--- src/logic/tms_pkg.sv ---
// Constants and carrier types of the measurement sequencer
`default_nettype none
package tms_pkg;
  // ***************************
  // Register offsets
  // ***************************
  localparam logic [7:0] OFS_STATE = 8'h00;
  localparam logic [7:0] OFS_CFG1 = 8'h04;
  localparam logic [7:0] OFS_CFG2 = 8'h08;
  localparam logic [7:0] OFS_CFG3 = 8'h0C;
  localparam logic [7:0] OFS_PAUSE = 8'h10;
  localparam logic [7:0] OFS_EDGES = 8'h14;
  localparam logic [7:0] OFS_STATUS = 8'h18;
  localparam logic [7:0] OFS_MEAS_LEN = 8'h1C;
  localparam logic [7:0] OFS_RES_TEMP = 8'h20;
  localparam logic [7:0] OFS_RES_CH1 = 8'h24;
  localparam logic [7:0] OFS_RES_CH2 = 8'h28;
  localparam logic [7:0] OFS_RES_CH3 = 8'h2C;
  // ***************************
  // Field layout and reset values
  // ***************************
  localparam logic [2:0] DOS_NOP = 3'h0;
  localparam logic [2:0] DOS_CFG = 3'h2;
  localparam logic [2:0] DOS_MEAS = 3'h3;
  localparam int SC_SLEEP_BIT = 6;
  localparam int SC_START_BIT = 7;
  localparam int CFG1_TIME_LSB = 0;
  localparam int CFG2_TM_BIT = 3;
  localparam int CFG3_MODE_LSB = 6;
  localparam int ST_READY_BIT = 0;
  localparam int ST_BUSY_BIT = 1;
  localparam int ST_PAUSE_BIT = 2;
  localparam int ST_NEW_BIT = 3;
  localparam logic [2:0] DOS_RST = DOS_CFG;
  localparam logic [7:0] CFG_RST = 8'h00;
  localparam int RES_W = 16;
  localparam int LEN_W = 24;
  // ***************************
  // Timing
  // ***************************
  localparam int CLK_MHZ = 50;
  localparam int PAUSE_STEP_US = 8;
  localparam int PAUSE_STEP_CYC = PAUSE_STEP_US * CLK_MHZ;
  localparam int CONV_BASE_US = 1000;
  localparam int CONV_BASE_CYC = CONV_BASE_US * CLK_MHZ;
  // ***************************
  // Types
  // ***************************
  typedef enum logic [1:0] {MODE_FREE, MODE_SINGLE, MODE_EDGE_TRIG, MODE_EDGE_BOUND} tms_mode_t;
  typedef enum logic [1:0] {CL_CTRL, CL_CFG, CL_RES, CL_NONE} tms_class_t;
  typedef struct packed {
    logic [RES_W-1:0] temp;
    logic [RES_W-1:0] ch3;
    logic [RES_W-1:0] ch2;
    logic [RES_W-1:0] ch1;
  } tms_sample_t;
endpackage
`default_nettype wire

--- src/logic/tms_sequencer.sv ---
// Operating-state and measurement-mode sequencer with APB registers
`timescale 1ns/100ps
`default_nettype none
// Contract
// Reset leaves device asleep yet programmable
// Clearing sleep starts in programmed state
// Low three state bits; 011b is measure
// Setup state: config access, no results
// Measure state: results, no config access
// Leaving measure aborts, clears results, status
// State field 000b leaves state unchanged
// Four modes chosen by selection field
// Writes act after transfer completes
// Pause follows conversion in repeating modes
// Pause in 8us steps up to 2040us
// Free-running repeats while start bit set
// Start wakes device from power-down
// Ready low during conversion, high after
// Time field sets timed conversion period
// Store three channels and temperature
// Single-shot runs once, clears start bit
// Trigger fall starts when start set
// Trigger edges ignored during pause
// Bounded mode stops at counted edge
// Bounded length recorded when enabled
// Host reads results during the pause
// Aborted conversions leave no results
// Trigger pin synchronised before edge detect
module tms_sequencer
  import tms_pkg::*;
#(
  parameter int unsigned P_CONV_BASE_CYC = CONV_BASE_CYC,
  parameter int unsigned P_PAUSE_STEP_CYC = PAUSE_STEP_CYC
)
(
  input wire logic i_core_clk,
  input wire logic i_reset,
  input wire logic i_psel,
  input wire logic i_penable,
  input wire logic i_pwrite,
  input wire logic [7:0] i_paddr,
  input wire logic [31:0] i_pwdata,
  output logic [31:0] o_prdata,
  output logic o_pready,
  output logic o_pslverr,
  input wire logic i_trigger_pin,
  input wire tms_sample_t i_sample,
  output logic o_ready,
  output logic o_analog_on
);
  // ***************************
  // Declarations
  // ***************************
  typedef enum logic [1:0] {ST_IDLE, ST_CONV, ST_PAUSE} tms_fsm_t;
  tms_fsm_t fsm_ff;
  tms_fsm_t nxt_fsm;
  tms_mode_t mode;
  tms_sample_t result_ff;
  logic [2:0] dos_ff;
  logic sleep_ff;
  logic start_ff;
  logic [7:0] cfg1_ff;
  logic [7:0] cfg2_ff;
  logic [7:0] cfg3_ff;
  logic [7:0] pause_ff;
  logic [7:0] edges_ff;
  logic [LEN_W-1:0] meas_len_ff;
  logic [LEN_W-1:0] run_len_ff;
  logic [7:0] edge_cnt_ff;
  logic new_ff;
  logic meas_q_ff;
  logic meas_st;
  logic leave_meas;
  logic wr_acc;
  logic wr_state;
  logic set_start;
  logic rd_setup;
  logic trig_fall;
  logic tmr_last;
  logic tmr_load;
  logic [31:0] tmr_value;
  logic [31:0] conv_cyc;
  logic [31:0] pause_cyc;
  logic go;
  logic conv_end;
  logic abort;
  logic last_edge;
  logic [7:0] stop_edge;
  logic [31:0] rd_word;

  // ***************************
  // Register access decode
  // ***************************
  function automatic tms_class_t reg_class(input logic [7:0] addr);
    tms_class_t cls;
    unique case (addr)
      OFS_STATE, OFS_PAUSE, OFS_EDGES, OFS_STATUS: cls = CL_CTRL;
      OFS_CFG1, OFS_CFG2, OFS_CFG3: cls = CL_CFG;
      OFS_MEAS_LEN, OFS_RES_TEMP, OFS_RES_CH1, OFS_RES_CH2, OFS_RES_CH3: cls = CL_RES;
      default: cls = CL_NONE;
    endcase
    return cls;
  endfunction

  function automatic logic access_ok(input logic [7:0] addr, input logic meas);
    tms_class_t cls;
    cls = reg_class(addr);
    return (cls == CL_CTRL) || ((cls == CL_CFG) && !meas) || ((cls == CL_RES) && meas);
  endfunction

  assign meas_st = (dos_ff == DOS_MEAS);
  assign mode = tms_mode_t'(cfg3_ff[CFG3_MODE_LSB +: 2]);
  assign leave_meas = meas_q_ff && !meas_st;
  assign wr_acc = i_psel && i_penable && i_pwrite && access_ok(i_paddr, meas_st);
  assign wr_state = wr_acc && (i_paddr == OFS_STATE);
  assign set_start = wr_state && i_pwdata[SC_START_BIT];
  assign rd_setup = i_psel && !i_penable && !i_pwrite;
  assign o_pready = 1'b1;
  assign o_pslverr = i_psel && i_penable && !access_ok(i_paddr, meas_st);

  // ***************************
  // State control register
  // ***************************
  always_ff @(posedge i_core_clk or posedge i_reset)
  begin
    if (i_reset)
    begin
      dos_ff <= DOS_RST;
      sleep_ff <= 1'b1;
      start_ff <= 1'b0;
    end
    else
    begin
      if (conv_end && (mode == MODE_SINGLE))
        start_ff <= 1'b0;
      if (wr_state)
      begin
        if (i_pwdata[2:0] == DOS_CFG || i_pwdata[2:0] == DOS_MEAS)
          dos_ff <= i_pwdata[2:0];
        sleep_ff <= i_pwdata[SC_SLEEP_BIT];
        start_ff <= i_pwdata[SC_START_BIT];
      end
    end
  end

  // ***************************
  // Configuration and control words
  // ***************************
  always_ff @(posedge i_core_clk or posedge i_reset)
  begin
    if (i_reset)
    begin
      cfg1_ff <= CFG_RST;
      cfg2_ff <= CFG_RST;
      cfg3_ff <= CFG_RST;
      pause_ff <= CFG_RST;
      edges_ff <= CFG_RST;
    end
    else if (wr_acc)
    begin
      unique case (i_paddr)
        OFS_CFG1: cfg1_ff <= i_pwdata[7:0];
        OFS_CFG2: cfg2_ff <= i_pwdata[7:0];
        OFS_CFG3: cfg3_ff <= i_pwdata[7:0];
        OFS_PAUSE: pause_ff <= i_pwdata[7:0];
        OFS_EDGES: edges_ff <= i_pwdata[7:0];
        default: ;
      endcase
    end
  end

  // ***************************
  // Read data
  // ***************************
  always_comb
  begin
    rd_word = 32'h0000_0000;
    unique case (i_paddr)
      OFS_STATE: rd_word[7:0] = {start_ff, sleep_ff, 3'h0, dos_ff};
      OFS_CFG1: rd_word[7:0] = cfg1_ff;
      OFS_CFG2: rd_word[7:0] = cfg2_ff;
      OFS_CFG3: rd_word[7:0] = cfg3_ff;
      OFS_PAUSE: rd_word[7:0] = pause_ff;
      OFS_EDGES: rd_word[7:0] = edges_ff;
      OFS_STATUS:
      begin
        rd_word[ST_READY_BIT] = o_ready;
        rd_word[ST_BUSY_BIT] = (fsm_ff != ST_IDLE);
        rd_word[ST_PAUSE_BIT] = (fsm_ff == ST_PAUSE);
        rd_word[ST_NEW_BIT] = new_ff;
      end
      OFS_MEAS_LEN: rd_word[LEN_W-1:0] = meas_len_ff;
      OFS_RES_TEMP: rd_word[RES_W-1:0] = result_ff.temp;
      OFS_RES_CH1: rd_word[RES_W-1:0] = result_ff.ch1;
      OFS_RES_CH2: rd_word[RES_W-1:0] = result_ff.ch2;
      OFS_RES_CH3: rd_word[RES_W-1:0] = result_ff.ch3;
      default: rd_word = 32'h0000_0000;
    endcase
  end

  // Captured in the setup phase so the access phase sees a stable word
  always_ff @(posedge i_core_clk or posedge i_reset)
  begin
    if (i_reset)
      o_prdata <= 32'h0000_0000;
    else if (rd_setup)
      o_prdata <= access_ok(i_paddr, meas_st) ? rd_word : 32'h0000_0000;
  end

  // ***************************
  // Trigger pin and timer
  // ***************************
  tms_fall_detect u_trig
  (
    .i_core_clk(i_core_clk),
    .i_reset(i_reset),
    .i_pin(i_trigger_pin),
    .o_fall(trig_fall)
  );

  assign conv_cyc = 32'(P_CONV_BASE_CYC) << cfg1_ff[CFG1_TIME_LSB +: 4];
  assign pause_cyc = 32'(pause_ff) * 32'(P_PAUSE_STEP_CYC);
  assign tmr_load = go || (conv_end && pause_ff != 8'h00);
  assign tmr_value = go ? conv_cyc : pause_cyc;

  tms_down_timer #(.W(32)) u_tmr
  (
    .i_core_clk(i_core_clk),
    .i_reset(i_reset),
    .i_load(tmr_load),
    .i_value(tmr_value),
    .o_last(tmr_last)
  );

  // ***************************
  // Measurement sequencing
  // ***************************
  always_comb
  begin
    unique case (mode)
      MODE_FREE, MODE_SINGLE: go = 1'b1;
      MODE_EDGE_TRIG, MODE_EDGE_BOUND: go = trig_fall;
    endcase
    go = go && (fsm_ff == ST_IDLE) && meas_st && start_ff;
  end

  assign stop_edge = (edges_ff < 8'h02) ? 8'h02 : edges_ff;
  assign last_edge = trig_fall && ((edge_cnt_ff + 8'h01) >= stop_edge);
  assign abort = (fsm_ff != ST_IDLE) && (!meas_st || !start_ff);
  assign conv_end = (fsm_ff == ST_CONV) && meas_st && start_ff
    && ((mode == MODE_EDGE_BOUND) ? last_edge : tmr_last);

  always_comb
  begin
    nxt_fsm = fsm_ff;
    unique case (fsm_ff)
      ST_IDLE:
        if (go)
          nxt_fsm = ST_CONV;
      ST_CONV:
        if (abort)
          nxt_fsm = ST_IDLE;
        else if (conv_end && mode != MODE_SINGLE && pause_ff != 8'h00)
          nxt_fsm = ST_PAUSE;
        else if (conv_end)
          nxt_fsm = ST_IDLE;
      ST_PAUSE:
        if (abort || tmr_last)
          nxt_fsm = ST_IDLE;
      default: nxt_fsm = ST_IDLE;
    endcase
  end

  always_ff @(posedge i_core_clk or posedge i_reset)
  begin
    if (i_reset)
      fsm_ff <= ST_IDLE;
    else
      fsm_ff <= nxt_fsm;
  end

  // Edge counter and bounded-length counter
  always_ff @(posedge i_core_clk or posedge i_reset)
  begin
    if (i_reset)
    begin
      edge_cnt_ff <= 8'h00;
      run_len_ff <= '0;
    end
    else if (go)
    begin
      edge_cnt_ff <= 8'h01;
      run_len_ff <= LEN_W'(1);
    end
    else if (fsm_ff == ST_CONV)
    begin
      if (trig_fall && edge_cnt_ff != 8'hFF)
        edge_cnt_ff <= edge_cnt_ff + 8'h01;
      if (run_len_ff != '1)
        run_len_ff <= run_len_ff + LEN_W'(1);
    end
  end

  // ***************************
  // Results and status
  // ***************************
  always_ff @(posedge i_core_clk or posedge i_reset)
  begin
    if (i_reset)
    begin
      result_ff <= '0;
      meas_len_ff <= '0;
      new_ff <= 1'b0;
      meas_q_ff <= 1'b0;
    end
    else
    begin
      meas_q_ff <= meas_st;
      if (leave_meas)
      begin
        result_ff <= '0;
        meas_len_ff <= '0;
        new_ff <= 1'b0;
      end
      else if (conv_end)
      begin
        result_ff <= i_sample;
        new_ff <= 1'b1;
        if (mode == MODE_EDGE_BOUND && cfg2_ff[CFG2_TM_BIT])
          meas_len_ff <= run_len_ff;
      end
      else if (rd_setup && i_paddr == OFS_STATUS)
        new_ff <= 1'b0;
    end
  end

  // ***************************
  // Ready pin and analog power
  // ***************************
  always_ff @(posedge i_core_clk or posedge i_reset)
  begin
    if (i_reset)
    begin
      o_ready <= 1'b1;
      o_analog_on <= 1'b0;
    end
    else
    begin
      if (go)
        o_ready <= 1'b0;
      else if (conv_end || abort)
        o_ready <= 1'b1;
      o_analog_on <= !sleep_ff || go || (nxt_fsm != ST_IDLE);
    end
  end

  // Cycles spent so far in the current pause
  logic [31:0] pause_run_ff;
  always_ff @(posedge i_core_clk or posedge i_reset)
  begin
    if (i_reset)
      pause_run_ff <= 32'h0000_0000;
    else if (fsm_ff == ST_PAUSE)
      pause_run_ff <= pause_run_ff + 32'h0000_0001;
    else
      pause_run_ff <= 32'h0000_0000;
  end
endmodule // tms_sequencer
`default_nettype wire

--- src/logic/tms_fall_detect.sv ---
// Two-stage synchroniser with falling-edge pulse
`timescale 1ns/100ps
`default_nettype none
module tms_fall_detect
(
  input wire logic i_core_clk,
  input wire logic i_reset,
  input wire logic i_pin,
  output logic o_fall
);
  logic meta_ff;
  logic sync_ff;
  logic last_ff;
  always_ff @(posedge i_core_clk or posedge i_reset)
  begin
    if (i_reset)
    begin
      meta_ff <= 1'b1;
      sync_ff <= 1'b1;
      last_ff <= 1'b1;
      o_fall <= 1'b0;
    end
    else
    begin
      meta_ff <= i_pin;
      sync_ff <= meta_ff;
      last_ff <= sync_ff;
      o_fall <= last_ff & ~sync_ff;
    end
  end
endmodule // tms_fall_detect
`default_nettype wire

--- src/logic/tms_down_timer.sv ---
// Loadable down-counter flagging its last cycle
`timescale 1ns/100ps
`default_nettype none
module tms_down_timer
#(
  parameter int W = 32
)
(
  input wire logic i_core_clk,
  input wire logic i_reset,
  input wire logic i_load,
  input wire logic [W-1:0] i_value,
  output logic o_last
);
  logic [W-1:0] count_ff;
  always_ff @(posedge i_core_clk or posedge i_reset)
  begin
    if (i_reset)
      count_ff <= '0;
    else if (i_load)
      count_ff <= i_value;
    else if (count_ff != '0)
      count_ff <= count_ff - W'(1);
  end
  assign o_last = (count_ff == W'(1));
endmodule // tms_down_timer
`default_nettype wire

--- config.mk ---
export PLATFORM = sky130hd
export DESIGN_NAME = tms_sequencer
export DESIGN_NICKNAME = d
export VERILOG_FILES = /design/src/logic/tms_pkg.sv /design/src/logic/tms_sequencer.sv /design/src/logic/tms_fall_detect.sv /design/src/logic/tms_down_timer.sv
export SDC_FILE = /design/constraint.sdc
export NUM_CORES = 1
export LEC_CHECK = 0
export BUFFER_PORTS_ARGS = -buffer_cell sky130_fd_sc_hd__buf_2
export CAP_MARGIN = 20
export CORE_MARGIN = 2
export CORE_UTILIZATION = 55
export DETAILED_ROUTE_END_ITERATION = 16
export PLACE_DENSITY = 0.77
export SYNTH_ARGS = -nofsm -noshare
export SYNTH_HDL_FRONTEND = slang
export SYNTH_HIERARCHICAL = 1
export SYNTH_SLANG_ARGS = --single-unit
--- constraint.sdc ---
create_clock -name i_core_clk -period 13.35 [get_ports i_core_clk]
set_clock_uncertainty 0.1 [all_clocks]
set_input_delay 1.335 -clock i_core_clk [delete_from_list [all_inputs] [get_ports i_core_clk]]
set_output_delay 1.335 -clock i_core_clk [all_outputs]
set_load 0.005 [all_outputs]
==> Implementation_results.wiki, run 1 <==
{| class="wikitable"
! Metric !! Value
|-
| Result of the run || complete, no violations
|-
| I/O pins || 146
|-
| Most frequent cells in the layout || sky130_fd_sc_hd__dfrtp_1, sky130_fd_sc_hd__nand2_1, sky130_fd_sc_hd__inv_1, sky130_fd_sc_hd__buf_2, sky130_fd_sc_hd__mux2i_1
|-
| Average instance area after synthesis || 9.94 sq um
|-
| Via count || 10300
|-
| Flip-flop and latch count after synthesis || 231
|-
| TritonCTS clock tree || done
|-
| Total clock sinks || 231
|-
| Wire per inst || 18.2 um
|-
| Yosys cell types || 92
|-
| Number of buffers between clock root and the deepest sink || 3
|-
| Largest net degree at the start of global routing || 125
|-
| Count of yosys warnings during synthesis || 6
|-
| DRT iter0 DRCs || 812
|-
| CTS H-tree depth || 1
|-
| Share of post-route cells with drive strength above 1 || 18.4%
|-
| Maximum clock frequency || 221 MHz
|-
| Register cell area after layout || approximately 5800 sq um
|-
| End of the worst register-to-register path || result_ff[1]$_DFFE_PP0P_
|-
| Last weighted congestion value of the routability-driven placer || 0.933
|-
| Setup repair after global routing missed its margin || no
|-
| Post-Place Cell Area || 14100 sq um
|-
| Clock insertion delay at the later pin of the skew report || around 0.53 ns
|-
| Prevailing post-synth register cell || sky130_fd_sc_hd__dfrtp_1
|-
| Inserted Diodes || 0
|-
| Type of the tightest min-delay check || flip-flop to flip-flop
|-
| Worst min-delay path startpoint || u_trig/meta_ff$_DFF_PP1_
|-
| Final setup slack of the worst path || 8.82 ns
|-
| DR vias/cell || 5.84
|-
| Final period util || 33.9%
|-
| Post-layout minimum cycle time || around 4.5 ns
|-
| Master cell of the clock root buffer || sky130_fd_sc_hd__clkbuf_16
|-
| Cells along the critical path || buf_2, nor2_1, o211ai_1, a21oi_4, nor2_1, buf_2
|-
| Worst VDD drop || 0.0000843 V
|-
| Hold Violations, Final || 0
|-
| Largest stage delay, worst path || 0.65 ns
|-
| Depth of the most critical reg-to-reg path || 11
|-
| Area used by multi-input combinational logic || 6760 sq um
|-
| Worst slew margin relative to its limit || 26.1%
|-
| Post_cts resized || 0
|-
| Utilization after layout || 63.6%
|-
| Number of synthesized flops with an enable pin || 0
|-
| Number of violations of the max-capacitance limit || 0
|-
| Setup violators final || 0
|-
| Number of port buffers || 112
|-
| Chip height || 160 um
|-
| Count of buffers added by post-CTS timing repair for setup || 0
|-
| DP HPWL || between 20000 and 25000 um
|-
| Antenna Violating Nets Remaining || 0
|-
| Initial antenna violation count || 1
|-
| Layout Area Growth over Synthesis || 12.5%
|-
| Worst Tran Pin Value || 1.11 ns
|-
| Slowest CP cell || sky130_fd_sc_hd__buf_2
|-
| Post-CTS Hold Buffers || 0
|-
| Standard-cell row count || 56
|-
| Number of global-route vias before repair || 10300
|-
| Depth of the worst hold-timing path || 0
|-
| Most common library cell in the layout ignoring fill and taps || sky130_fd_sc_hd__dfrtp_1
|-
| Leak Pwr || 7.08 nW
|-
| Path type of the worst setup path || primary input to output pin
|-
| FF-to-FF setup slack || 9.66 ns
|-
| Initial Util || 56.5%
|-
| Sequential share of the synthesized area || 43.4%
|-
| Crit path max fanout || 31
|-
| Number of filler instances in the final layout || 1921
|-
| Count of pins over their slew limit || 0
|-
| Post-CTS clock slew at the launch and capture registers of the worst setup and hold paths || 0.06 ns
|-
| Data arrival time of the worst path || 3.09 ns
|-
| Die W || around 160 um
|-
| Critical Path RT || 11.91 ns
|-
| Core outline area || 23600 sq um
|-
| Router iterations before antenna repair || 6
|-
| GR Overflow Total || 0
|-
| Total clock buffers created by CTS || 25
|-
| Critical Path Sink Type || output pin
|-
| Beginning of the worst register-to-register path || edge_cnt_ff[2]$_DFFE_PP0P_
|-
| Sink of the worst hold path || u_trig/sync_ff$_DFF_PP1_
|-
| DRC violation count after routing || 0
|-
| Die area || 25500 sq um
|-
| Async S/R FF share, synth || 100%
|-
| Number of cells produced by synthesis || approximately 1300
|-
| Power per cell area || 101 nW/um^2
|-
| Gr usage total || 25.0%
|-
| Sum of negative setup slack || 0 ns
|-
| Kind of launch point of the worst setup path || primary input
|-
| Setup slack after placement || 8.83 ns
|-
| Overall power after layout || 0.00152 W
|-
| Wire length of the first global-routing pass || 52400 um
|-
| Number of nets in the layout || 1597
|-
| Summed area of non-filler cells in the final layout || 15000 sq um
|-
| Post-Syn Area || 13300 sq um
|-
| Wire length reported by the detailed router || 32300 um
|}
==> registers in the layout (all words and copies together) (netlist names) <==
signal and cells:
start_ff 1, cfg3_ff 8, sleep_ff 1, meas_len_ff 24
u_tmr/count_ff 32, edges_ff 8, edge_cnt_ff 8, result_ff 64
meas_q_ff 1, fsm_ff 2, pause_ff 8, new_ff 1
u_trig/last_ff 1, run_len_ff 24, o_ready 1, o_prdata 24
o_analog_on 1, cfg2_ff 8, u_trig/sync_ff 1, u_trig/meta_ff 1
u_trig/o_fall 1, dos_ff 3, cfg1_ff 8
==> logic make-up after synthesis <==
group / count (synthesis) / share of synthesized area, %
multiplexers: 169 / 13.5
other: 2 / 0.0563
buffers and inverters: 202 / 6.40
AND/OR/NAND/NOR: 415 / 16.7
flip-flops: 231 / 43.4
adder cells (fa/ha/maj): 55 / 5.33
AO/OA/AOI/OAI: 225 / 11.7
XOR/XNOR: 43 / 2.82
==> Yosys cell counts (all sizes together) (7+ instances only) <==
master,count,area share [%]
nand4,12,0.90
o211ai,9,0.51
mux2i,106,8.0
o21ai,57,2.2
a31oi,7,0.33
nand2,198,5.7
nor2b,9,0.48
ha,52,4.9
a211oi,7,0.39
buf,41,1.9
or4,12,0.73
nor3,24,1.1
a21oi,34,1.4
o31ai,13,0.77
xnor2,32,2.1
clkbuf,34,0.96
nor2,58,1.6
dfrtp,225,42
a22o,22,1.4
or3,7,0.34
nor4,20,1.6
inv,126,3.5
a22oi,19,1.1
mux2,60,5.1
nand2b,9,0.48
xor2,11,0.72
a21o,8,0.45
nand3,26,1.1
a222oi,9,0.68
==> metal layers <==
metal	up-vias	wire (um)	track usage, %
met5	-	16	0
met4	2	821	6.69
met3	65	2230	5.14
met2	333	15300	40.9
met1	5082	14000	34.2
li1	4863	-	-
==> through the flow <==
step	hold WS, ns	std cells
after CTS	0.256	1769
after floorplan	0.245	1354
after global placement	0.247	1723
final	0.255	1770
after detailed placement	0.248	1723
after global routing	0.267	1770
==> critical path, delay by kind of cell <==
kind | cells | cell delay (ns)
AO/OA/AOI/OAI | 2 | 0.58
buffers and inverters | 2 | 0.77
AND/OR/NAND/NOR | 2 | 0.39
==> how the worst max path moves through the flow <==
stage,endpoint,cells after the start,from,slack (ns)
after floorplan,cfg1_ff[0]$_DFFE_PP0P_,1,i_reset,6.61
after global placement,o_pslverr,6,i_paddr[3],8.92
after detailed placement,o_pslverr,6,i_paddr[3],8.83
after CTS,o_pslverr,6,i_paddr[3],8.83
after global routing,o_pslverr,6,i_paddr[3],8.69
final,o_pslverr,6,i_paddr[3],8.82
==> report_power, final <==
| part | total [W] | switching [W] | internal, W |
|---|---|---|---|
| registers | 0.000705 | 0.00000229 | 0.000702 |
| clock network | 0.000743 | 0.000296 | 0.000446 |
| logic | 0.0000679 | 0.0000448 | 0.0000231 |
| total | 0.00152 | 0.000343 | 0.00117 |
==> layout make-up <==
type                            count  share of cell area [%]
Timing Repair Buffer              126                    4.57
Tap cell                          319                    2.66
Clock inverter                     16                    1.38
Clock buffer                       30                    4.56
Multi-Input combinational cell    921                    45.1
Sequential cell                   231                    38.6
Inverter                          127                    3.23
No activity file was read; power rests on OpenSTA's default activity.
==> inputs of run 2 (changes only) <==
--- a/config.mk
+++ b/config.mk
@@ -5,12 +5,13 @@
 export SDC_FILE = /design/constraint.sdc
 export NUM_CORES = 1
 export LEC_CHECK = 0
+export ABC_AREA = 1
 export BUFFER_PORTS_ARGS = -buffer_cell sky130_fd_sc_hd__buf_2
 export CAP_MARGIN = 20
 export CORE_MARGIN = 2
 export CORE_UTILIZATION = 55
 export DETAILED_ROUTE_END_ITERATION = 16
-export PLACE_DENSITY = 0.77
+export PLACE_DENSITY = 0.76
 export SYNTH_ARGS = -nofsm -noshare
 export SYNTH_HDL_FRONTEND = slang
 export SYNTH_HIERARCHICAL = 1
==> constraint.sdc (replaced) <==
create_clock -name i_core_clk -period 4.7 [get_ports i_core_clk]
set_clock_uncertainty 0.1 [all_clocks]
set_input_delay 0.47 -clock i_core_clk [delete_from_list [all_inputs] [get_ports i_core_clk]]
set_output_delay 0.47 -clock i_core_clk [all_outputs]
set_load 0.005 [all_outputs]
==> run 2 against run 1 <==
Final area rose by 0.30%. Setup slack got worse by 8.2 ns. Area after synthesis barely moved. Clock power increased to 3.0 times the previous value. Register-to-register slack lost 9.0 ns. Highest routed layer is now met4. Die area about the same. Combinational power up 93%. Sequential share of layout area down 0.12 points. Synthesized cell count grew 34%. First-iteration DRC count is 18% higher. Total power grew to 2.9 times the previous value. Worst hold slack worse by 0.23 ns. Largest power group unchanged.
==> Implementation_results.wiki, run 2 <==
{| class="wikitable"
! Metric !! Value
|-
| Result of the run || complete, no violations
|-
| Post-Place Cell Area || 14100 sq um (about the same)
|-
| Sequential share of the synthesized area || 43.4% (about the same)
|-
| Number of cells produced by synthesis || 1796 (+34%)
|-
| Master cell of the clock root buffer || sky130_fd_sc_hd__clkbuf_16
|-
| Type of the tightest min-delay check || primary input to flip-flop
|-
| Cells along the critical path || inv_1, nor3_1, nand4_1, nor2_1, xor2_1, inv_1, ha_1, a21o_1, nor2_1, nand3_1, nand2_1, nand2_1, nand2_1, buf_4, nand2_1, o21ai_0
|-
| Number of violations of the max-capacitance limit || 0 (unchanged)
|-
| Most common library cell in the layout ignoring fill and taps || sky130_fd_sc_hd__nand2_1
|-
| Setup violators final || 0 (unchanged)
|-
| Total clock sinks || 231 (unchanged)
|-
| Number of synthesized flops with an enable pin || 0 (unchanged)
|-
| TritonCTS clock tree || done
|-
| Die W || 160 um (about the same)
|-
| Largest stage delay, worst path || 0.59 ns (-0.06 ns)
|-
| Post-layout minimum cycle time || 4.03 ns
|-
| Slowest CP cell || sky130_fd_sc_hd__nand2_1
|-
| Worst Tran Pin Value || 0.922 ns (-0.186 ns)
|-
| Setup repair after global routing missed its margin || no
|-
| Area share of the largest cell type after synthesis || 42.2% (about the same)
|-
| Wire length of the first global-routing pass || 59600 um (+14%)
|-
| Number of buffers between clock root and the deepest sink || 3 (unchanged)
|-
| DRC violation count after routing || 0 (unchanged)
|-
| Standard-cell row count || 57 (+1.8%)
|-
| Largest register FFs || 64 (unchanged)
|-
| Maximum clock frequency || 248 MHz
|-
| Post-Syn Area || 13300 sq um (about the same)
|-
| Library cell occupying the most area in the post-synthesis netlist || sky130_fd_sc_hd__dfrtp_1
|-
| GR Overflow Total || 0 (unchanged)
|-
| Prevailing post-synth register cell || sky130_fd_sc_hd__dfrtp_1
|-
| Average instance area after synthesis || 7.43 sq um (-25%)
|-
| Die area || 25500 sq um (about the same)
|-
| CTS H-tree depth || 1 (unchanged)
|-
| Core outline area || 24100 sq um (+2.1%)
|-
| I/O pins || 146 (unchanged)
|-
| Flip-flop and latch count after synthesis || 231 (unchanged)
|-
| Crit path max fanout || 38 (+23%)
|-
| Worst slew margin relative to its limit || 38.5% (+12 points)
|-
| Kind of launch point of the worst setup path || flip-flop
|-
| Registers with the most flip-flops || result_ff (64), u_tmr/count_ff (32)
|-
| Number of nets in the layout || 2062 (+29%)
|-
| Via count || 12100 (+17%)
|-
| Clock insertion delay at the later pin of the skew report || 0.55 ns (+0.02 ns)
|-
| Hold Violations, Final || 0 (unchanged)
|-
| Initial antenna violation count || 2 (+1)
|-
| Total clock buffers created by CTS || 25 (unchanged)
|-
| Initial Util || 55.4% (-1.1 points)
|-
| Top-count cell post-synth || sky130_fd_sc_hd__nand2_1
|-
| Post-CTS clock slew at the launch and capture registers of the worst setup and hold paths || 0.07 ns (about the same)
|-
| Data arrival time of the worst path || 4.37 ns (+1.28 ns)
|-
| Summed area of non-filler cells in the final layout || 15100 sq um (+0.30%)
|-
| Most frequent cells in the layout || sky130_fd_sc_hd__nand2_1, sky130_fd_sc_hd__dfrtp_1, sky130_fd_sc_hd__inv_1, sky130_fd_sc_hd__nand3_1, sky130_fd_sc_hd__nor2_1
|-
| Router iterations before antenna repair || 5 (-1)
|-
| Leak Pwr || 7.67 nW (+8.4%)
|-
| Path type of the worst setup path || flip-flop to flip-flop
|-
| Critical Path Sink Type || flip-flop
|-
| Count of yosys warnings during synthesis || 6 (unchanged)
|-
| Critical Path RT || 5.04 ns (-6.87 ns)
|-
| Count of pins over their slew limit || 0 (unchanged)
|-
| Gr usage total || 28.9% (+3.8 points)
|-
| Wire per inst || 16.3 um (-10%)
|-
| Count of buffers added by post-CTS timing repair for setup || 0 (unchanged)
|-
| Placed cells || 2192 (+27%)
|-
| Worst VDD drop || 0.000275 V (+230%)
|-
| Finished Layout Cells || 2242 (+27%)
|-
| Worst path most repeated cell || sky130_fd_sc_hd__nand2_1
|-
| DR vias/cell || 5.42 (-7.3%)
|-
| Async S/R FF share, synth || 100% (unchanged)
|-
| Antenna Violating Nets Remaining || 0 (unchanged)
|-
| Largest net degree at the start of global routing || 128 (+2.4%)
|-
| DP HPWL || 27000 um (+20%)
|-
| Sum of negative setup slack || 0 ns (unchanged)
|-
| Synth top cells by count || sky130_fd_sc_hd__nand2_1, sky130_fd_sc_hd__dfrtp_1, sky130_fd_sc_hd__inv_1, sky130_fd_sc_hd__nand3_1, sky130_fd_sc_hd__nor2_1
|-
| Power per cell area || 288 nW/um^2 (+180%)
|-
| Final period util || 85.8%
|-
| Wire length reported by the detailed router || 36600 um (+13%)
|-
| Cells taking the most area after synthesis || sky130_fd_sc_hd__dfrtp_1, sky130_fd_sc_hd__nand2_1, sky130_fd_sc_hd__nand3_1
|-
| Most flops, register || result_ff
|-
| Share of post-route cells with drive strength above 1 || 11.7% (-6.7 points)
|-
| Number of port buffers || 112 (unchanged)
|-
| Layout Area Growth over Synthesis || 12.8%
|-
| Chip height || 160 um (about the same)
|-
| Number of global-route vias before repair || 11600 (+14%)
|-
| Last weighted congestion value of the routability-driven placer || 0.931 (-0.21%)
|-
| DRT iter0 DRCs || 961 (+18%)
|-
| Yosys cell types || 46 (-50%)
|}
## run 2: critical path: cells and delay by family, from the launching register on
kind	cells	cell delay (ns)
and+or+nand+nor	9	1.85
adders and majority gates	1	0.31
xor gates and xnor gates	1	0.20
DFF	1	0.38
AOI/OAI and AO/OA	2	0.58
buffers and inverters	3	0.51
## run 2: power by group
part           internal, W  leakage [nW]  switching (W)
logic            0.0000386          4.49      0.0000921
clock network      0.00136         0.453       0.000842
registers          0.00200          2.72     0.00000329
total              0.00339          7.67       0.000938
## run 2: through the flow
step | setup WS, ns | power, W | hold slack (ns) | util (%)
floorplan | 1.21 | 0.00210 | 0.134 | -
global placement | 0.881 | 0.00216 | 0.247 | 58.5
detailed placement | 0.628 | 0.00217 | 0.249 | 58.5
CTS | 0.676 | 0.00435 | 0.0213 | 62.4
global route | 0.271 | 0.00444 | 0.0300 | 62.5
finish | 0.668 | 0.00433 | 0.0265 | 62.5
## run 2: final timing paths
| path | slack [ns] | end | cells past startpoint | from |
|---|---|---|---|---|
| max in group asynchronous | 2.95 | result_ff[14]$_DFFE_PP0P_ | 4 | i_reset |
| setup / recovery | 0.67 | result_ff[47]$_DFFE_PP0P_ | 16 | edge_cnt_ff[0]$_DFFE_PP0P_ |
| min in group asynchronous | 0.32 | u_trig/o_fall$_DFF_PP0_ | 3 | i_reset |
| setup reg to reg | 0.67 | result_ff[47]$_DFFE_PP0P_ | 16 | edge_cnt_ff[0]$_DFFE_PP0P_ |
| hold reg to reg | 0.26 | u_trig/sync_ff$_DFF_PP1_ | 0 | u_trig/meta_ff$_DFF_PP1_ |
| hold / removal | 0.03 | result_ff[30]$_DFFE_PP0P_ | 3 | i_sample[30] |
## run 2: layout make-up
class	count	area (sq um)
well taps	324	405
inverters	194	734
multi-input cells	1316	6490
fillers	2205	9050
clock buffers	35	723
repair buffers	129	706
diodes	2	5.00
flip-flops and latches	231	5790
clock inverters	11	205
## run 2: cells by family (layout without fill, tap and decap cells)
group / after synthesis / count (layout) / share of synthesized area (%)
other: 2 / 16 / 0.0563
AND/OR/NAND/NOR: 995 / 995 / 32.0
XOR/XNOR: 32 / 32 / 2.10
adder cells (fa/ha/maj): 55 / 55 / 5.32
buffers and inverters: 261 / 369 / 8.36
AO/OA/AOI/OAI: 220 / 220 / 8.82
flip-flops: 231 / 231 / 43.4
## run 2: what timing repair did
item / 4_1_cts / 5_1_grt
endpoints found under the hold margin: 37 / 0
hold buffers: 2 / 0
gates resized for setup: 0 / 0
## run 2: per-layer routing
layer,global-route usage (%),vias up,wire length (um),share of wire (%)
met5,0,-,0,0
met4,12.4,0,1470,4.0
met3,3.82,91,2230,6.1
met2,47.4,395,17300,47
met1,38.8,5720,15600,43
li1,-,5935,-,-
==> inputs of run 3 (changes only) <==
==> constraint.sdc (replaced) <==
create_clock -name i_core_clk -period 5.05 [get_ports i_core_clk]
set_clock_uncertainty 0.1 [all_clocks]
set_input_delay 0.505 -clock i_core_clk [delete_from_list [all_inputs] [get_ports i_core_clk]]
set_output_delay 0.505 -clock i_core_clk [all_outputs]
set_load 0.005 [all_outputs]
==> run 3 against run 2 <==
Total power decreased by 9.0%. Clock power down 11%. Utilization fell by 0.16 points. Die area did not move. Critical endpoint is now u_tmr/count_ff[30]$_DFFE_PP0P_. Largest cell class unchanged. Largest power group unchanged. Highest routed layer unchanged.
==> Implementation_results.wiki, run 3 (synthesized netlist as in run 2, its figures left out) <==
{| class="wikitable"
! Metric !! Value
|-
| Router iterations before antenna repair || 6 (+1)
|-
| Slowest CP cell || sky130_fd_sc_hd__nor2_2
|-
| Via count || 12200 (+0.43%)
|-
| Worst Tran Pin Value || 1.04 ns (+0.113 ns)
|-
| Setup repair after global routing missed its margin || no
|-
| Die area || 25500 sq um (unchanged)
|-
| GR Overflow Total || 0 (unchanged)
|-
| DRT iter0 DRCs || 996 (+3.6%)
|-
| Chip height || 160 um (unchanged)
|-
| Most common library cell in the layout ignoring fill and taps || sky130_fd_sc_hd__nand2_1
|-
| Largest net degree at the start of global routing || 116 (-9.4%)
|-
| Most frequent cells in the layout || sky130_fd_sc_hd__nand2_1, sky130_fd_sc_hd__dfrtp_1, sky130_fd_sc_hd__inv_1, sky130_fd_sc_hd__nand3_1, sky130_fd_sc_hd__nor2_1
|-
| Total clock buffers created by CTS || 26 (+4.0%)
|-
| I/O pins || 146 (unchanged)
|-
| Worst VDD drop || 0.000260 V (-5.5%)
|-
| Sum of negative setup slack || 0 ns (unchanged)
|-
| Core outline area || 24100 sq um (unchanged)
|-
| Worst path most repeated cell || sky130_fd_sc_hd__nand2_1
|-
| Utilization after layout || 62.3% (-0.16 points)
|-
| Buffer and inverter count on the worst path || 3 (unchanged)
|-
| Largest register FFs || 64 (unchanged)
|-
| DR vias/cell || 5.44 (+0.38%)
|-
| Path type of the worst setup path || flip-flop to flip-flop
|-
| Number of violations of the max-capacitance limit || 0 (unchanged)
|-
| CTS H-tree depth || 1 (unchanged)
|-
| Post-layout minimum cycle time || 4.03 ns (+0.00155 ns)
|-
| Initial antenna violation count || 3 (+1)
|-
| Wire length of the first global-routing pass || 59800 um (+0.34%)
|-
| Largest stage delay, worst path || 0.86 ns (+0.27 ns)
|-
| DRC violation count after routing || 0 (unchanged)
|-
| Total clock sinks || 231 (unchanged)
|-
| Hold Violations, Final || 0 (unchanged)
|-
| Final period util || 79.9% (-5.9 points)
|-
| Number of port buffers || 112 (unchanged)
|-
| Die W || 160 um (unchanged)
|-
| Antenna Violating Nets Remaining || 0 (unchanged)
|-
| Gate family responsible for the most delay along the worst path || simple AND/OR/NAND/NOR gates
|-
| Count of pins over their slew limit || 0 (unchanged)
|-
| Routed length on met3 || 2020 um (-9.2%)
|-
| Register cell area after layout || 5790 sq um (unchanged)
|-
| Cells along the critical path || inv_1, nor3_1, nand4_1, nor2_1, xor2_1, inv_1, ha_1, a21o_1, nor2_1, nand3_1, nand2_1, nand2_1, nand2_1, inv_2, nand2_1, nand2_1, nor2_2, nand2_1, nand2_1
|-
| Maximum clock frequency || 248 MHz (about the same)
|-
| Registers with the most flip-flops || result_ff (64), u_tmr/count_ff (32)
|-
| Power per cell area || 262 nW/um^2 (-8.7%)
|-
| Summed area of non-filler cells in the final layout || 15000 sq um (-0.26%)
|-
| Setup violators final || 0 (unchanged)
|-
| Post-CTS clock slew at the launch and capture registers of the worst setup and hold paths || 0.06 ns (about the same)
|-
| Worst hold slack after final layout || 0.0805 ns (+0.0540 ns)
|-
| Share of post-route cells with drive strength above 1 || 11.4% (-0.26 points)
|-
| Wire length reported by the detailed router || 36600 um (about the same)
|-
| Depth of the worst hold-timing path || 3 (unchanged)
|-
| Most flops, register || result_ff
|-
| Number of nets in the layout || 2061 (-0.048%)
|-
| Met2 WL post-DR || 17400 um (+0.82%)
|-
| Last weighted congestion value of the routability-driven placer || 0.956 (+2.6%)
|-
| Uppermost signal routing layer after detailed routing || met4
|-
| Area used by multi-input combinational logic || 6490 sq um (unchanged)
|-
| Critical Path Stages || 19 (+3)
|-
| Count of buffers added by post-CTS timing repair for setup || 0 (unchanged)
|-
| Clock insertion delay at the later pin of the skew report || 0.53 ns (-0.02 ns)
|-
| Wire length on met1 || 15600 um (-0.43%)
|-
| Initial Util || 55.4% (unchanged)
|-
| Crit path max fanout || 22 (-42%)
|-
| Number of global-route vias before repair || 11900 (+2.3%)
|-
| Result of the run || complete, no violations
|-
| Data arrival time of the worst path || 4.40 ns (+0.03 ns)
|-
| Gr usage total || 28.8% (-0.036 points)
|-
| Number of filler instances in the final layout || 2234 (+1.3%)
|-
| Kind of launch point of the worst setup path || flip-flop
|-
| Depth of the most critical reg-to-reg path || 19 (+3)
|-
| DP HPWL || 26600 um (-1.7%)
|-
| Master cell of the clock root buffer || sky130_fd_sc_hd__clkbuf_16
|-
| Wire per inst || 16.3 um (about the same)
|-
| Critical Path Sink Type || flip-flop
|-
| Post-Place Cell Area || 14100 sq um (-0.16%)
|-
| Leak Pwr || 7.64 nW (-0.33%)
|-
| Critical Path RT || 5.41 ns (+0.37 ns)
|-
| Type of the tightest min-delay check || primary input to flip-flop
|-
| Standard-cell row count || 57 (unchanged)
|-
| TritonCTS clock tree || done
|-
| Number of buffers between clock root and the deepest sink || 3 (unchanged)
|-
| Layout Area Growth over Synthesis || 12.5%
|-
| Worst slew margin relative to its limit || 30.8% (-7.8 points)
|}
[run 3: worst paths after layout]
path	start	endpoint	slack, ns
setup / recovery	edge_cnt_ff[0]$_DFFE_PP0P_	u_tmr/count_ff[30]$_DFFE_PP0P_	1.02
hold / removal	i_sample[24]	result_ff[24]$_DFFE_PP0P_	0.08
setup reg to reg	edge_cnt_ff[0]$_DFFE_PP0P_	u_tmr/count_ff[30]$_DFFE_PP0P_	1.02
hold reg to reg	u_trig/meta_ff$_DFF_PP1_	u_trig/sync_ff$_DFF_PP1_	0.26
max in group asynchronous	i_reset	result_ff[36]$_DFFE_PP0P_	3.34
min in group asynchronous	i_reset	u_trig/o_fall$_DFF_PP0_	0.36
[run 3: worst register-to-register path, cell delays in order, from the launching register on]
cell,delay (ns)
sky130_fd_sc_hd__dfrtp_1,0.39
sky130_fd_sc_hd__inv_1,0.08
sky130_fd_sc_hd__nor3_1,0.35
sky130_fd_sc_hd__nand4_1,0.19
sky130_fd_sc_hd__nor2_1,0.15
sky130_fd_sc_hd__xor2_1,0.22
sky130_fd_sc_hd__inv_1,0.07
sky130_fd_sc_hd__ha_1,0.31
sky130_fd_sc_hd__a21o_1,0.16
sky130_fd_sc_hd__nor2_1,0.09
sky130_fd_sc_hd__nand3_1,0.11
sky130_fd_sc_hd__nand2_1,0.10
sky130_fd_sc_hd__nand2_1,0.09
sky130_fd_sc_hd__nand2_1,0.10
sky130_fd_sc_hd__inv_2,0.04
sky130_fd_sc_hd__nand2_1,0.05
sky130_fd_sc_hd__nand2_1,0.25
sky130_fd_sc_hd__nor2_2,0.87
sky130_fd_sc_hd__nand2_1,0.15
sky130_fd_sc_hd__nand2_1,0.10
[run 3: what timing repair did]
item,CTS,global route
endpoints found under the hold margin,2,0
gates resized for setup,0,0
hold buffers,2,0
[run 3: area by class of cell]
class	instances	share of cell area [%]
inverter	194	4.89
multi-input combinational	1316	43.2
timing repair buffer	127	4.68
antenna	3	0.0500
clock buffer	38	4.83
tap	324	2.70
clock inverter	10	1.09
sequential	231	38.5
[run 3: power breakdown]
part | internal, W | switching (W) | leakage (nW)
sequential | 0.00186 | 0.00000315 | 2.72
combinational | 0.0000375 | 0.0000863 | 4.49
clock | 0.00120 | 0.000754 | 0.432
[run 3: layer usage]
layer / vias up / track usage [%]
met3: 102 / 3.61
li1: 5949 / -
met2: 408 / 48.2
met1: 5734 / 38.0
met4: 0 / 12.6
met5: - / 0
[run 3: per-stage QoR]
step	worst slack, ns	instances	total power (W)
final	1.02	2243	0.00394
after detailed placement	1.05	2189	0.00202
after global placement	1.19	2189	0.00201
after floorplan	1.56	1808	0.00195
after CTS	1.02	2239	0.00397
after global routing	0.609	2243	0.00406
